===== config.mk =====
export PLATFORM = sky130hd
export DESIGN_NAME = general_pin_port
export DESIGN_NICKNAME = d
export VERILOG_FILES = /design/src/rtl/gpio_port_pkg.sv /design/src/rtl/pin_sync.sv /design/src/rtl/general_pin_port.sv
export VERILOG_INCLUDE_DIRS = /design/src /design/src/rtl
export SDC_FILE = /design/constraint.sdc
export NUM_CORES = 1
export LEC_CHECK = 0
export ABC_CLOCK_PERIOD_IN_PS = 5200
export BUFFER_PORTS_ARGS = -buffer_cell sky130_fd_sc_hd__clkbuf_2
export CAP_MARGIN = 20
export CELL_PAD_IN_SITES_DETAIL_PLACEMENT = 1
export CELL_PAD_IN_SITES_GLOBAL_PLACEMENT = 2
export CORE_UTILIZATION = 39
export CTS_BUF_LIST = sky130_fd_sc_hd__clkbuf_8
export DETAILED_ROUTE_END_ITERATION = 8
export PLACE_DENSITY = 0.9
export SLEW_MARGIN = 0
export SYNTH_ARGS = -nofsm -noshare
export SYNTH_HDL_FRONTEND = slang
export SYNTH_SLANG_ARGS = --single-unit
export TNS_END_PERCENT = 1

===== constraint.sdc =====
create_clock -name sys_clk -period 5.2 [get_ports sys_clk]
set_input_delay 0.78 -clock sys_clk [delete_from_list [all_inputs] [get_ports sys_clk]]
set_output_delay 0.78 -clock sys_clk [all_outputs]
set_load 0.02 [all_outputs]

===== src/rtl/gpio_port_defines.svh =====
`ifndef GPIO_PORT_DEFINES_SVH
`define GPIO_PORT_DEFINES_SVH

`define PIN_COUNT            16
`define ADDR_WIDTH           12
`define OFF_PIN_DIRECTION    12'h400
`define OFF_PIN_DATA         12'h404
`define OFF_PIN_IRQ_ENABLE   12'h408
`define OFF_PIN_IRQ_STATUS   12'h40C
`define OFF_PIN_IRQ_CLEAR    12'h410
`define RESET_PIN_DIRECTION  16'h0000
`define RESET_PIN_DATA       16'h0000
`define RESET_PIN_IRQ_ENABLE 16'h0000
`define ZERO_PINS            16'h0000
`define ZERO_UPPER           16'h0000
`define ZERO_WORD            32'h0000_0000
`define DIR_OUTPUT           1'h0

`endif


===== src/rtl/gpio_port_pkg.sv =====
package gpio_port_pkg;
  typedef struct packed {
    logic        read;
    logic        write;
    logic [11:0] address;
    logic [31:0] writedata;
  } bus_req_t;

  typedef struct packed {
    logic [15:0] level;
    logic [15:0] drive_n;
  } pin_out_t;

  typedef enum logic [2:0] {
    st_idle   = 3'b001,
    st_answer = 3'b010,
    st_done   = 3'b100
  } bus_state_t;
endpackage


===== src/rtl/pin_sync.sv =====
`timescale 1ns/1ps
`default_nettype none
`include "gpio_port_defines.svh"

module pin_sync (
  // clock and reset
  input  wire logic                   sys_clk,
  input  wire logic                   rst,
  // raw pins in, stable levels out
  input  wire logic [`PIN_COUNT-1:0]  raw,
  output var  logic [`PIN_COUNT-1:0]  stable,
  output var  logic [`PIN_COUNT-1:0]  toggled
);

  logic [`PIN_COUNT-1:0] stage1;
  logic [`PIN_COUNT-1:0] stage2;
  logic [`PIN_COUNT-1:0] stage3;

  // ************
  // per-pin chain
  // ************
  genvar i;
  generate
    for (i = 0; i < `PIN_COUNT; i = i + 1) begin : g_pin
      always_ff @(posedge sys_clk) begin
        if (rst) begin
          stage1[i]  <= 1'b0;
          stage2[i]  <= 1'b0;
          stage3[i]  <= 1'b0;
          stable[i]  <= 1'b0;
          toggled[i] <= 1'b0;
        end else begin
          stage1[i] <= raw[i];
          stage2[i] <= stage1[i];
          stage3[i] <= stage2[i];
          // change only counts once stages two and three agree
          toggled[i] <= 1'b0;
          if (stage2[i] == stage3[i]) begin
            stable[i]  <= stage3[i];
            toggled[i] <= (stage3[i] != stable[i]);
          end
        end
      end
    end
  endgenerate

endmodule
`default_nettype wire


===== src/rtl/general_pin_port.sv =====
`timescale 1ns/1ps
`default_nettype none
`include "gpio_port_defines.svh"

module general_pin_port (
  // clock and reset
  input  wire logic                    sys_clk,
  input  wire logic                    rst,
  // avalon-mm slave
  input  wire logic [`ADDR_WIDTH-1:0]  avs_address,
  input  wire logic                    avs_read,
  input  wire logic                    avs_write,
  input  wire logic [31:0]             avs_writedata,
  input  wire logic [3:0]              avs_byteenable,
  output var  logic [31:0]             avs_readdata,
  output var  logic                    avs_waitrequest,
  output var  logic [1:0]              avs_response,
  // general purpose pins
  input  wire logic [`PIN_COUNT-1:0]   general_purpose_pin_in,
  output var  logic [`PIN_COUNT-1:0]   general_purpose_pin_out,
  output var  logic [`PIN_COUNT-1:0]   general_purpose_pin_oe_n,
  // interrupt
  output var  logic                    irq
);

  // ************
  // registers
  // ************
  logic [`PIN_COUNT-1:0] pin_direction_bits;
  logic [`PIN_COUNT-1:0] pin_level_bits;
  logic [`PIN_COUNT-1:0] pin_irq_enable_bits;
  logic [`PIN_COUNT-1:0] pin_irq_status;
  logic [`PIN_COUNT-1:0] pin_stable;
  logic [`PIN_COUNT-1:0] pin_toggled;
  gpio_port_pkg::bus_req_t   req;
  gpio_port_pkg::bus_state_t state;
  logic [15:0]           wmask;
  logic                  do_write;
  logic                  hit;

  assign req.read      = avs_read;
  assign req.write     = avs_write;
  assign req.address   = avs_address;
  assign req.writedata = avs_writedata;
  assign wmask = {{8{avs_byteenable[1]}}, {8{avs_byteenable[0]}}};
  assign do_write = req.write && (state == gpio_port_pkg::st_answer);

  // ************
  // input sampling
  // ************
  pin_sync u_sync (
    .sys_clk (sys_clk),
    .rst     (rst),
    .raw     (general_purpose_pin_in),
    .stable  (pin_stable),
    .toggled (pin_toggled)
  );

  // ************
  // bus handshake
  // ************
  // one wait cycle, then answer; done state drops the request edge
  always_ff @(posedge sys_clk) begin
    if (rst) begin
      state           <= gpio_port_pkg::st_idle;
      avs_waitrequest <= 1'b1;
    end else begin
      case (state)
        gpio_port_pkg::st_idle: begin
          if (req.read || req.write) begin
            state           <= gpio_port_pkg::st_answer;
            avs_waitrequest <= 1'b0;
          end
        end
        gpio_port_pkg::st_answer: begin
          state           <= gpio_port_pkg::st_done;
          avs_waitrequest <= 1'b1;
        end
        gpio_port_pkg::st_done: begin
          state <= gpio_port_pkg::st_idle;
        end
        default: begin
          state           <= gpio_port_pkg::st_idle;
          avs_waitrequest <= 1'b1;
        end
      endcase
    end
  end

  // ************
  // direction and enable
  // ************
  always_ff @(posedge sys_clk) begin
    if (rst) begin
      pin_direction_bits  <= `RESET_PIN_DIRECTION;
      pin_irq_enable_bits <= `RESET_PIN_IRQ_ENABLE;
    end else if (do_write) begin
      if (req.address == `OFF_PIN_DIRECTION)
        pin_direction_bits <= (pin_direction_bits & ~wmask) | (req.writedata[15:0] & wmask);
      if (req.address == `OFF_PIN_IRQ_ENABLE)
        pin_irq_enable_bits <= (pin_irq_enable_bits & ~wmask) | (req.writedata[15:0] & wmask);
    end
  end

  // ************
  // output data latch
  // ************
  // only output-direction bits take the write
  always_ff @(posedge sys_clk) begin
    if (rst) begin
      pin_level_bits <= `RESET_PIN_DATA;
    end else if (do_write && req.address == `OFF_PIN_DATA) begin
      pin_level_bits <= (pin_level_bits & ~(wmask & ~pin_direction_bits))
                      | (req.writedata[15:0] & wmask & ~pin_direction_bits);
    end
  end

  // ************
  // pin drivers
  // ************
  always_ff @(posedge sys_clk) begin
    if (rst) begin
      general_purpose_pin_out  <= `ZERO_PINS;
      general_purpose_pin_oe_n <= ~`ZERO_PINS;
    end else begin
      general_purpose_pin_out  <= pin_level_bits;
      general_purpose_pin_oe_n <= pin_direction_bits;
    end
  end

  // ************
  // interrupt status
  // ************
  // set beats a simultaneous clear so no edge is lost
  always_ff @(posedge sys_clk) begin
    if (rst) begin
      pin_irq_status <= `ZERO_PINS;
    end else begin
      pin_irq_status <= (pin_irq_status
                         & ~((do_write && req.address == `OFF_PIN_IRQ_CLEAR) ? (req.writedata[15:0] & wmask)
                                                                            : `ZERO_PINS))
                        | (pin_toggled & pin_irq_enable_bits);
    end
  end

  always_ff @(posedge sys_clk) begin
    if (rst) begin
      irq <= 1'b0;
    end else begin
      irq <= |(pin_irq_status & pin_irq_enable_bits);
    end
  end

  // ************
  // read data
  // ************
  always_comb begin
    hit = (req.address == `OFF_PIN_DIRECTION) || (req.address == `OFF_PIN_DATA)
       || (req.address == `OFF_PIN_IRQ_ENABLE) || (req.address == `OFF_PIN_IRQ_STATUS)
       || (req.address == `OFF_PIN_IRQ_CLEAR);
  end

  // read value sampled on the idle-to-answer edge, so it stands while waitrequest is low
  always_ff @(posedge sys_clk) begin
    if (rst) begin
      avs_readdata <= `ZERO_WORD;
      avs_response <= 2'h0;
    end else if (state == gpio_port_pkg::st_idle && (req.read || req.write)) begin
      avs_response <= hit ? 2'h0 : 2'h3;
      avs_readdata <= `ZERO_WORD;
      if (req.read) begin
        case (req.address)
          `OFF_PIN_DIRECTION:  avs_readdata <= {`ZERO_UPPER, pin_direction_bits};
          // pins read back from the sampled level whatever their direction
          `OFF_PIN_DATA:       avs_readdata <= {`ZERO_UPPER, pin_stable};
          `OFF_PIN_IRQ_ENABLE: avs_readdata <= {`ZERO_UPPER, pin_irq_enable_bits};
          `OFF_PIN_IRQ_STATUS: avs_readdata <= {`ZERO_UPPER, pin_irq_status};
          default:             avs_readdata <= `ZERO_WORD;
        endcase
      end
    end
  end

endmodule
`default_nettype wire


==> results.toml, run 1 <==
[run_status]
status = "completed"

[global_route]
grt_overflow = 0
antenna_found_initial = 0
grt_max_degree = 98
use_met2_pct = 26.9
grt_pass1_wl_mm = 27.1
use_met3_pct = 4.24
grt_pass1_vias = 5177
busiest_layer = "met2"
grtUsageMet1_pct = 23.5
grt_use_total_pct = 17.7

[hold_path]
holdPathEnd = "u_sync.stage2[14]"
hp-class = "reg2reg"
hold_depth = 1
min-delay-start = "u_sync.stage1[14]"

[timing]
rsz0062_at_grt = "false"
fin_tns_setup_ns = 0
tightestPinTransition_ns = 0.906
clock_skew_ns = 0.0145
max_slew_margin_pct = 39.6
min_period_over_period_pct = 51.3
max_freq_mhz = 375
finalCriticalPeriod_ns = 2.67
drv_slew = 0
hold_viol = 0
setup_viol = 0

[clock_network]
cts_buffers = 17
clk_path_buf_depth = 2
tritoncts = "yes"
clkLatencyLatePin_ns = 0.48
hold_buffers = 0
cts_root_buffer = "clkbuf_8"
postCtsSetupBuffers = 0
clkSinkCount = 198
ctsHtreeMaxLevel = 4
cts_resized = 0
clkTransAtPathRegs_ns = 0.10

[place]
port_buffers = 101
post-dp-hpwl_mm = 11.5
place.gp.congestion = 0.777

[logic_synthesis]
synth_cell_types = 42
ys_async_sr_fraction_pct = 0
synth_edf_count = 0
yosysTopAreaCellShare_pct = 52.9
syn_avg_cell_area_sq_um = 10.3
synth_top_flop_cell = "dfxtp_1"
ys_warn_count = 0
synth_top_family_by_area = "simple AND/OR/NAND/NOR gates"
yosysMostFrequentCell = "dfxtp_1"
synth-simple-area-share_pct = 21.4
synth-xor-area-share_pct = 0
synth_area_leaders = "dfxtp_1, nor2b_1, mux4_2, nand2b_1, a21oi_1"
synth_common_cells = "dfxtp_1, nor2b_1, a21oi_1, nand2b_1, nand2_1"
yosys.area.top_type = "dfxtp_1"
synth_compound_area_share_pct = 12.0
muxShareOfSynthArea_pct = 8.02
synth_area_sq_um = 7490
netlist_instances = 727
postSynthRegisterBits = 198
synth-adder-area-share_pct = 0
ys_seq_area_share_pct = 52.9

[power]
leakagePower_nw = 3.37
power_density_nw_per_um2 = 327
ir_drop_uv = 168

[detailed_routing]
drt_pre_antenna_iters = 4
post_drt_via_cell_ratio = 5.04
vias = 5344
ant_nets = 0
routedWlPerCell_um = 15.8
drt_iter0_drc = 248
drc = 0
routed_wl_mm = 16.8

[worst_setup_path]
arrival_ns = 3.03
critPathTopFamily = "simple AND/OR/NAND/NOR gates"
r2r_setup_slack_ns = 2.67
crit_path_end_kind = "register"
critical_path_buf_inv_count = 1
critPathMaxFanout = 24
ff2ff_path_depth = 4
r2r_start = "state[1]"
path_class = "in2reg"
required_ns = 5.56
cp_common_cell = "or4_1"
r2r-end = "pin_level_bits[13]"
cp_cell_sequence = "clkbuf_2 -> or4_1 -> or4_1 -> or3_1 -> a21o_1"
max_stage_delay_ns = 0.90
critPathSlowestCell = "or4_1"
startpoint_type = "primary input"

[floorplan]
die_area_sq_um = 19800
die_y_um = 141
core_area_sq_um = 18800
die_x_um = 141
start_util_pct = 39.9
ios = 136
rows = 50

[cells_and_area]
drive_above_1_share_pct = 25.2
area.growth.synth_to_final_pct = 14.2
final_core_util_pct = 45.6
antenna_cells = 0
fin_nets = 881

[run]
drv_cap = 0
-- worst max-delay path by stage --
stage                              start                 end  slack (ns)  depth (start not counted)
after floorplan           avs_address[1]   pin_level_bits[7]        2.41                          7
after global placement    avs_address[1]            register        2.00                          5
after global routing      avs_address[1]  pin_level_bits[13]        2.48                          5
final                     avs_address[1]  pin_level_bits[13]        2.53                          5
after CTS                 avs_address[1]            register        2.46                          5
after detailed placement  avs_address[1]            register        1.94                          5
-- report_power, final --
part	switching (mW)	total (mW)	internal [mW]	leakage, nW
combinational	0.0904	0.142	0.0515	1.53
clock	0.542	1.10	0.556	0.227
sequential	0.0153	1.56	1.54	1.61
-- routing by layer --
layer  vias up  part of all wire [%]  wire, um
li1       2655                     -         -
met1      2532                    49      8260
met2       130                    43      7230
met3        27                   4.8       797
met4         0                   2.8       471
met5         -                     0         0
-- kinds of logic after synthesis --
family / Yosys count
other: 1
AND/OR/NAND/NOR: 260
multiplexers: 40
AO/OA/AOI/OAI: 141
flip-flops: 198
buffers and inverters: 87
-- area by class of cell --
type,instances,area [sq um]
Timing Repair Buffer,107,557
Inverter,32,120
Multi-Input combinational cell,457,3160
Clock inverter,13,190
Clock buffer,19,262
Tap cell,234,293
Sequential cell,198,3960
Fill cell,2121,10200
-- cell usage in the layout (no fill, tap or decap), drive strengths merged, types with 7 or more instances in the layout --
cell / Yosys / layout
dfxtp: 198 / 198
clkbuf: 32 / 119
nor2b: 72 / 72
a21oi: 49 / 49
nand2b: 42 / 42
nand2: 37 / 37
inv: 32 / 36
o21ai: 34 / 34
mux2i: 24 / 24
nor4: 20 / 20
or3b: 17 / 17
nand3b: 17 / 17
or3: 16 / 16
a21o: 16 / 16
or2: 16 / 16
a31o: 16 / 16
mux4: 16 / 16
o2bb2ai: 16 / 16
conb: 1 / 16
nor2: 10 / 10
buf: 23 / 7
-- through the flow --
step                std cells  total power, mW  hold WS, ns  setup slack [ns]  cell area [sq um]
detailed placement       1026             1.74        0.425              1.94               8080
global route             1060             2.90        0.456              2.48               8550
finish                   1060             2.80        0.431              2.53               8550
floorplan                 742             1.69        0.414              2.41               7540
CTS                      1058             2.83        0.439              2.46               8530
global placement         1026             1.73        0.417              2.00               8080
Note: power is estimated with default switching activity, not from simulation.
==> run 2: changes to the inputs <==
- ABC_AREA: default -> 1
- ABC_CLOCK_PERIOD_IN_PS: 5200 -> 2250
- CORE_UTILIZATION: 39 -> 30
- PLACE_DENSITY: 0.9 -> 0.81
- clock period: 5.2 -> 2.25 ns (I/O delays scaled with it)
==> run 2 against run 1 <==
Core utilization shrank 10 points. First-iteration DRC count increased by 34%. Die area rose by 30%. Critical path type is now reg2reg. Register-to-register slack worse by 2.0 ns. Clock power rose by 95%. Combinational power rose to 2.8 times the previous value. Critical path depth increased by 1. Final area rose by 1.0%. Sequential power grew 130%.
==> results.toml, run 2 <==
[run_status]
status = "completed"

[global_route]
grt_max_degree = 65
grt_overflow = 0
grt_pass1_wl_mm = 30.7
antenna_found_initial = 0
grt_pass1_vias = 5913
grt_use_total_pct = 15.2

[timing]
drv_slew = 0
min_period_over_period_pct = 71.5
hold_viol = 0
finalCriticalPeriod_ns = 1.61
setup_viol = 0
fin_tns_setup_ns = 0
clock_skew_ns = 0.00837
max_freq_mhz = 621
tightestPinTransition_ns = 0.698
hold_ws_ns = 0.0421
rsz0062_at_grt = "false"
max_slew_margin_pct = 53.5

[detailed_routing]
post_drt_via_cell_ratio = 4.44
ant_nets = 0
routedWlPerCell_um = 13.7
vias = 6097
drt_iter0_drc = 332
routed_wl_mm = 18.8
drc = 0
drt_pre_antenna_iters = 4

[place]
post-dp-hpwl_mm = 13.5
place.gp.congestion = 0.786
port_buffers = 101

[logic_synthesis]
synth-adder-area-share_pct = 0
ys_seq_area_share_pct = 52.7
postSynthRegisterBits = 198
synth_top_family_by_area = "simple AND/OR/NAND/NOR gates"
netlist_instances = 942
synth_common_cells = "dfxtp_1, nand2_1, inv_1, nor2_1, nand3_1"
synth_area_leaders = "dfxtp_1, nand2_1, nand3_1, inv_1, a21oi_1"
muxShareOfSynthArea_pct = 0
synth-simple-area-share_pct = 22.4
synth_cell_types = 36
yosysTopAreaCellShare_pct = 52.7
synth_compound_area_share_pct = 13.9
yosysMostFrequentCell = "dfxtp_1"
synth_edf_count = 0
ys_warn_count = 0
synth_top_flop_cell = "dfxtp_1"
yosys.area.top_type = "dfxtp_1"
ys_async_sr_fraction_pct = 0
synth_area_sq_um = 7520
synth-xor-area-share_pct = 0
syn_avg_cell_area_sq_um = 7.98

[power]
p_int_mw = 4.48
power_density_nw_per_um2 = 711
power_frac_comb_pct = 6.5
clockPowerShare_pct = 34.9
p_switching_mw = 1.66
seqPwrFrac_pct = 58.6
ir_drop_uv = 275
leakagePower_nw = 3.59
swShare_pct = 27.0

[worst_setup_path]
crit_path_end_kind = "register"
critPathMaxFanout = 16
startpoint_type = "register"
path_class = "reg2reg"
cp_cell_sequence = "inv_1 -> nand4_2 -> inv_2 -> nand3_2 -> o21ai_1 -> a21oi_1"
max_stage_delay_ns = 0.33
required_ns = 2.60
critPathSlowestCell = "dfxtp_1"
arrival_ns = 1.96
critPathTopFamily = "simple AND/OR/NAND/NOR gates"
critical_path_buf_inv_count = 2

[clock_network]
clkTransAtPathRegs_ns = 0.10
clkLatencyLatePin_ns = 0.47
tritoncts = "yes"
cts_root_buffer = "clkbuf_8"
postCtsSetupBuffers = 0
ctsHtreeMaxLevel = 4
clk_path_buf_depth = 2
clkSinkCount = 198
cts_buffers = 17

[run]
drv_cap = 0

[cells_and_area]
drive_above_1_share_pct = 17.3
antenna_cells = 0
layout_commonest_cell = "dfxtp_1"
area.growth.synth_to_final_pct = 14.8
fin_nets = 1103
final_cell_mix = "dfxtp_1, nand2_1, inv_1, clkbuf_2, nor2_1"

[floorplan]
rows = 57
die_area_sq_um = 25700
core_area_sq_um = 24500
start_util_pct = 30.7
ios = 136
die_x_um = 160
die_y_um = 160

[hold_path]
hp-class = "in2reg"
-- run 2: cell count changes in the layout (fill, tap and decap cells not counted), sizes merged, moves of 17 or more --
cell,delta
a21oi,+31
inv,+93
mux2i,-24
nand2,+116
nand2b,-42
nand3,+100
nand3b,-17
nor2,+88
nor2b,-72
nor4,-20
o21ai,+64
or3b,-17
-- run 2: stage by stage --
step / instance area, sq um / setup slack, ns / power (mW) / std cells / util, %
final: 8630 / 0.641 / 6.14 / 1372 / 35.3
after global routing: 8630 / 0.498 / 6.44 / 1372 / 35.3
after CTS: 8630 / 0.602 / 6.24 / 1372 / 35.3
after detailed placement: 8270 / 0.339 / 4.09 / 1339 / 33.8
after global placement: 8270 / 0.380 / 4.08 / 1339 / 33.8
after floorplan: 7580 / 0.759 / 3.94 / 957 / -
-- run 2: worst paths after layout --
| path | depth (start not counted) | slack [ns] | startpoint | to |
|---|---|---|---|---|
| worst min-delay path | 3 | 0.04 | general_purpose_pin_in[15] | u_sync.stage1[15] |
| worst max-delay path | 6 | 0.64 | state[2] | register |
| worst max register to register | 6 | 0.64 | state[2] | register |
| worst min register to register | 2 | 0.41 | u_sync.stage1[14] | u_sync.stage2[14] |
-- run 2: tightest hold or removal path: stages --
cell and delay [ns]:
clkbuf_2 0.08, inv_1 0.04, nor2_1 0.03
-- run 2: cell families after synthesis --
family                 after synthesis
AND/OR/NAND/NOR                    364
buffers and inverters              181
flip-flops                         198
other                                1
AO/OA/AOI/OAI                      198
-- run 2: layout make-up --
| class | count | area, sq um |
|---|---|---|
| multi-input combinational | 578 | 2790 |
| sequential | 198 | 3960 |
| fill | 3043 | 15800 |
| clock inverter | 15 | 123 |
| tap | 324 | 405 |
| timing repair buffer | 118 | 663 |
| inverter | 122 | 458 |
| clock buffer | 17 | 234 |
-- run 2: power by group through the flow --
| stage | sequential [mW] | combinational [mW] | clock [mW] |
|---|---|---|---|
| CTS | 3.60 | 0.409 | 2.24 |
| finish | 3.60 | 0.401 | 2.14 |
| global placement | 3.68 | 0.403 | 0 |
| global route | 3.61 | 0.451 | 2.38 |
| floorplan | 3.70 | 0.239 | 0 |
| detailed placement | 3.68 | 0.408 | 0 |
-- run 2: what timing repair did --
item / 4_1_cts / 5_1_grt
hold buffers: 1 / 0
resized for setup: 0 / 0
hold endpoints to repair: 1 / 0
-- run 2: layer usage --
layer	vias up	track usage (%)	wire length [um]
met1	2780	21.4	9790
met5	-	0	0
met2	106	22.7	7980
li1	3189	-	-
met4	0	5.84	329
met3	22	3.05	697
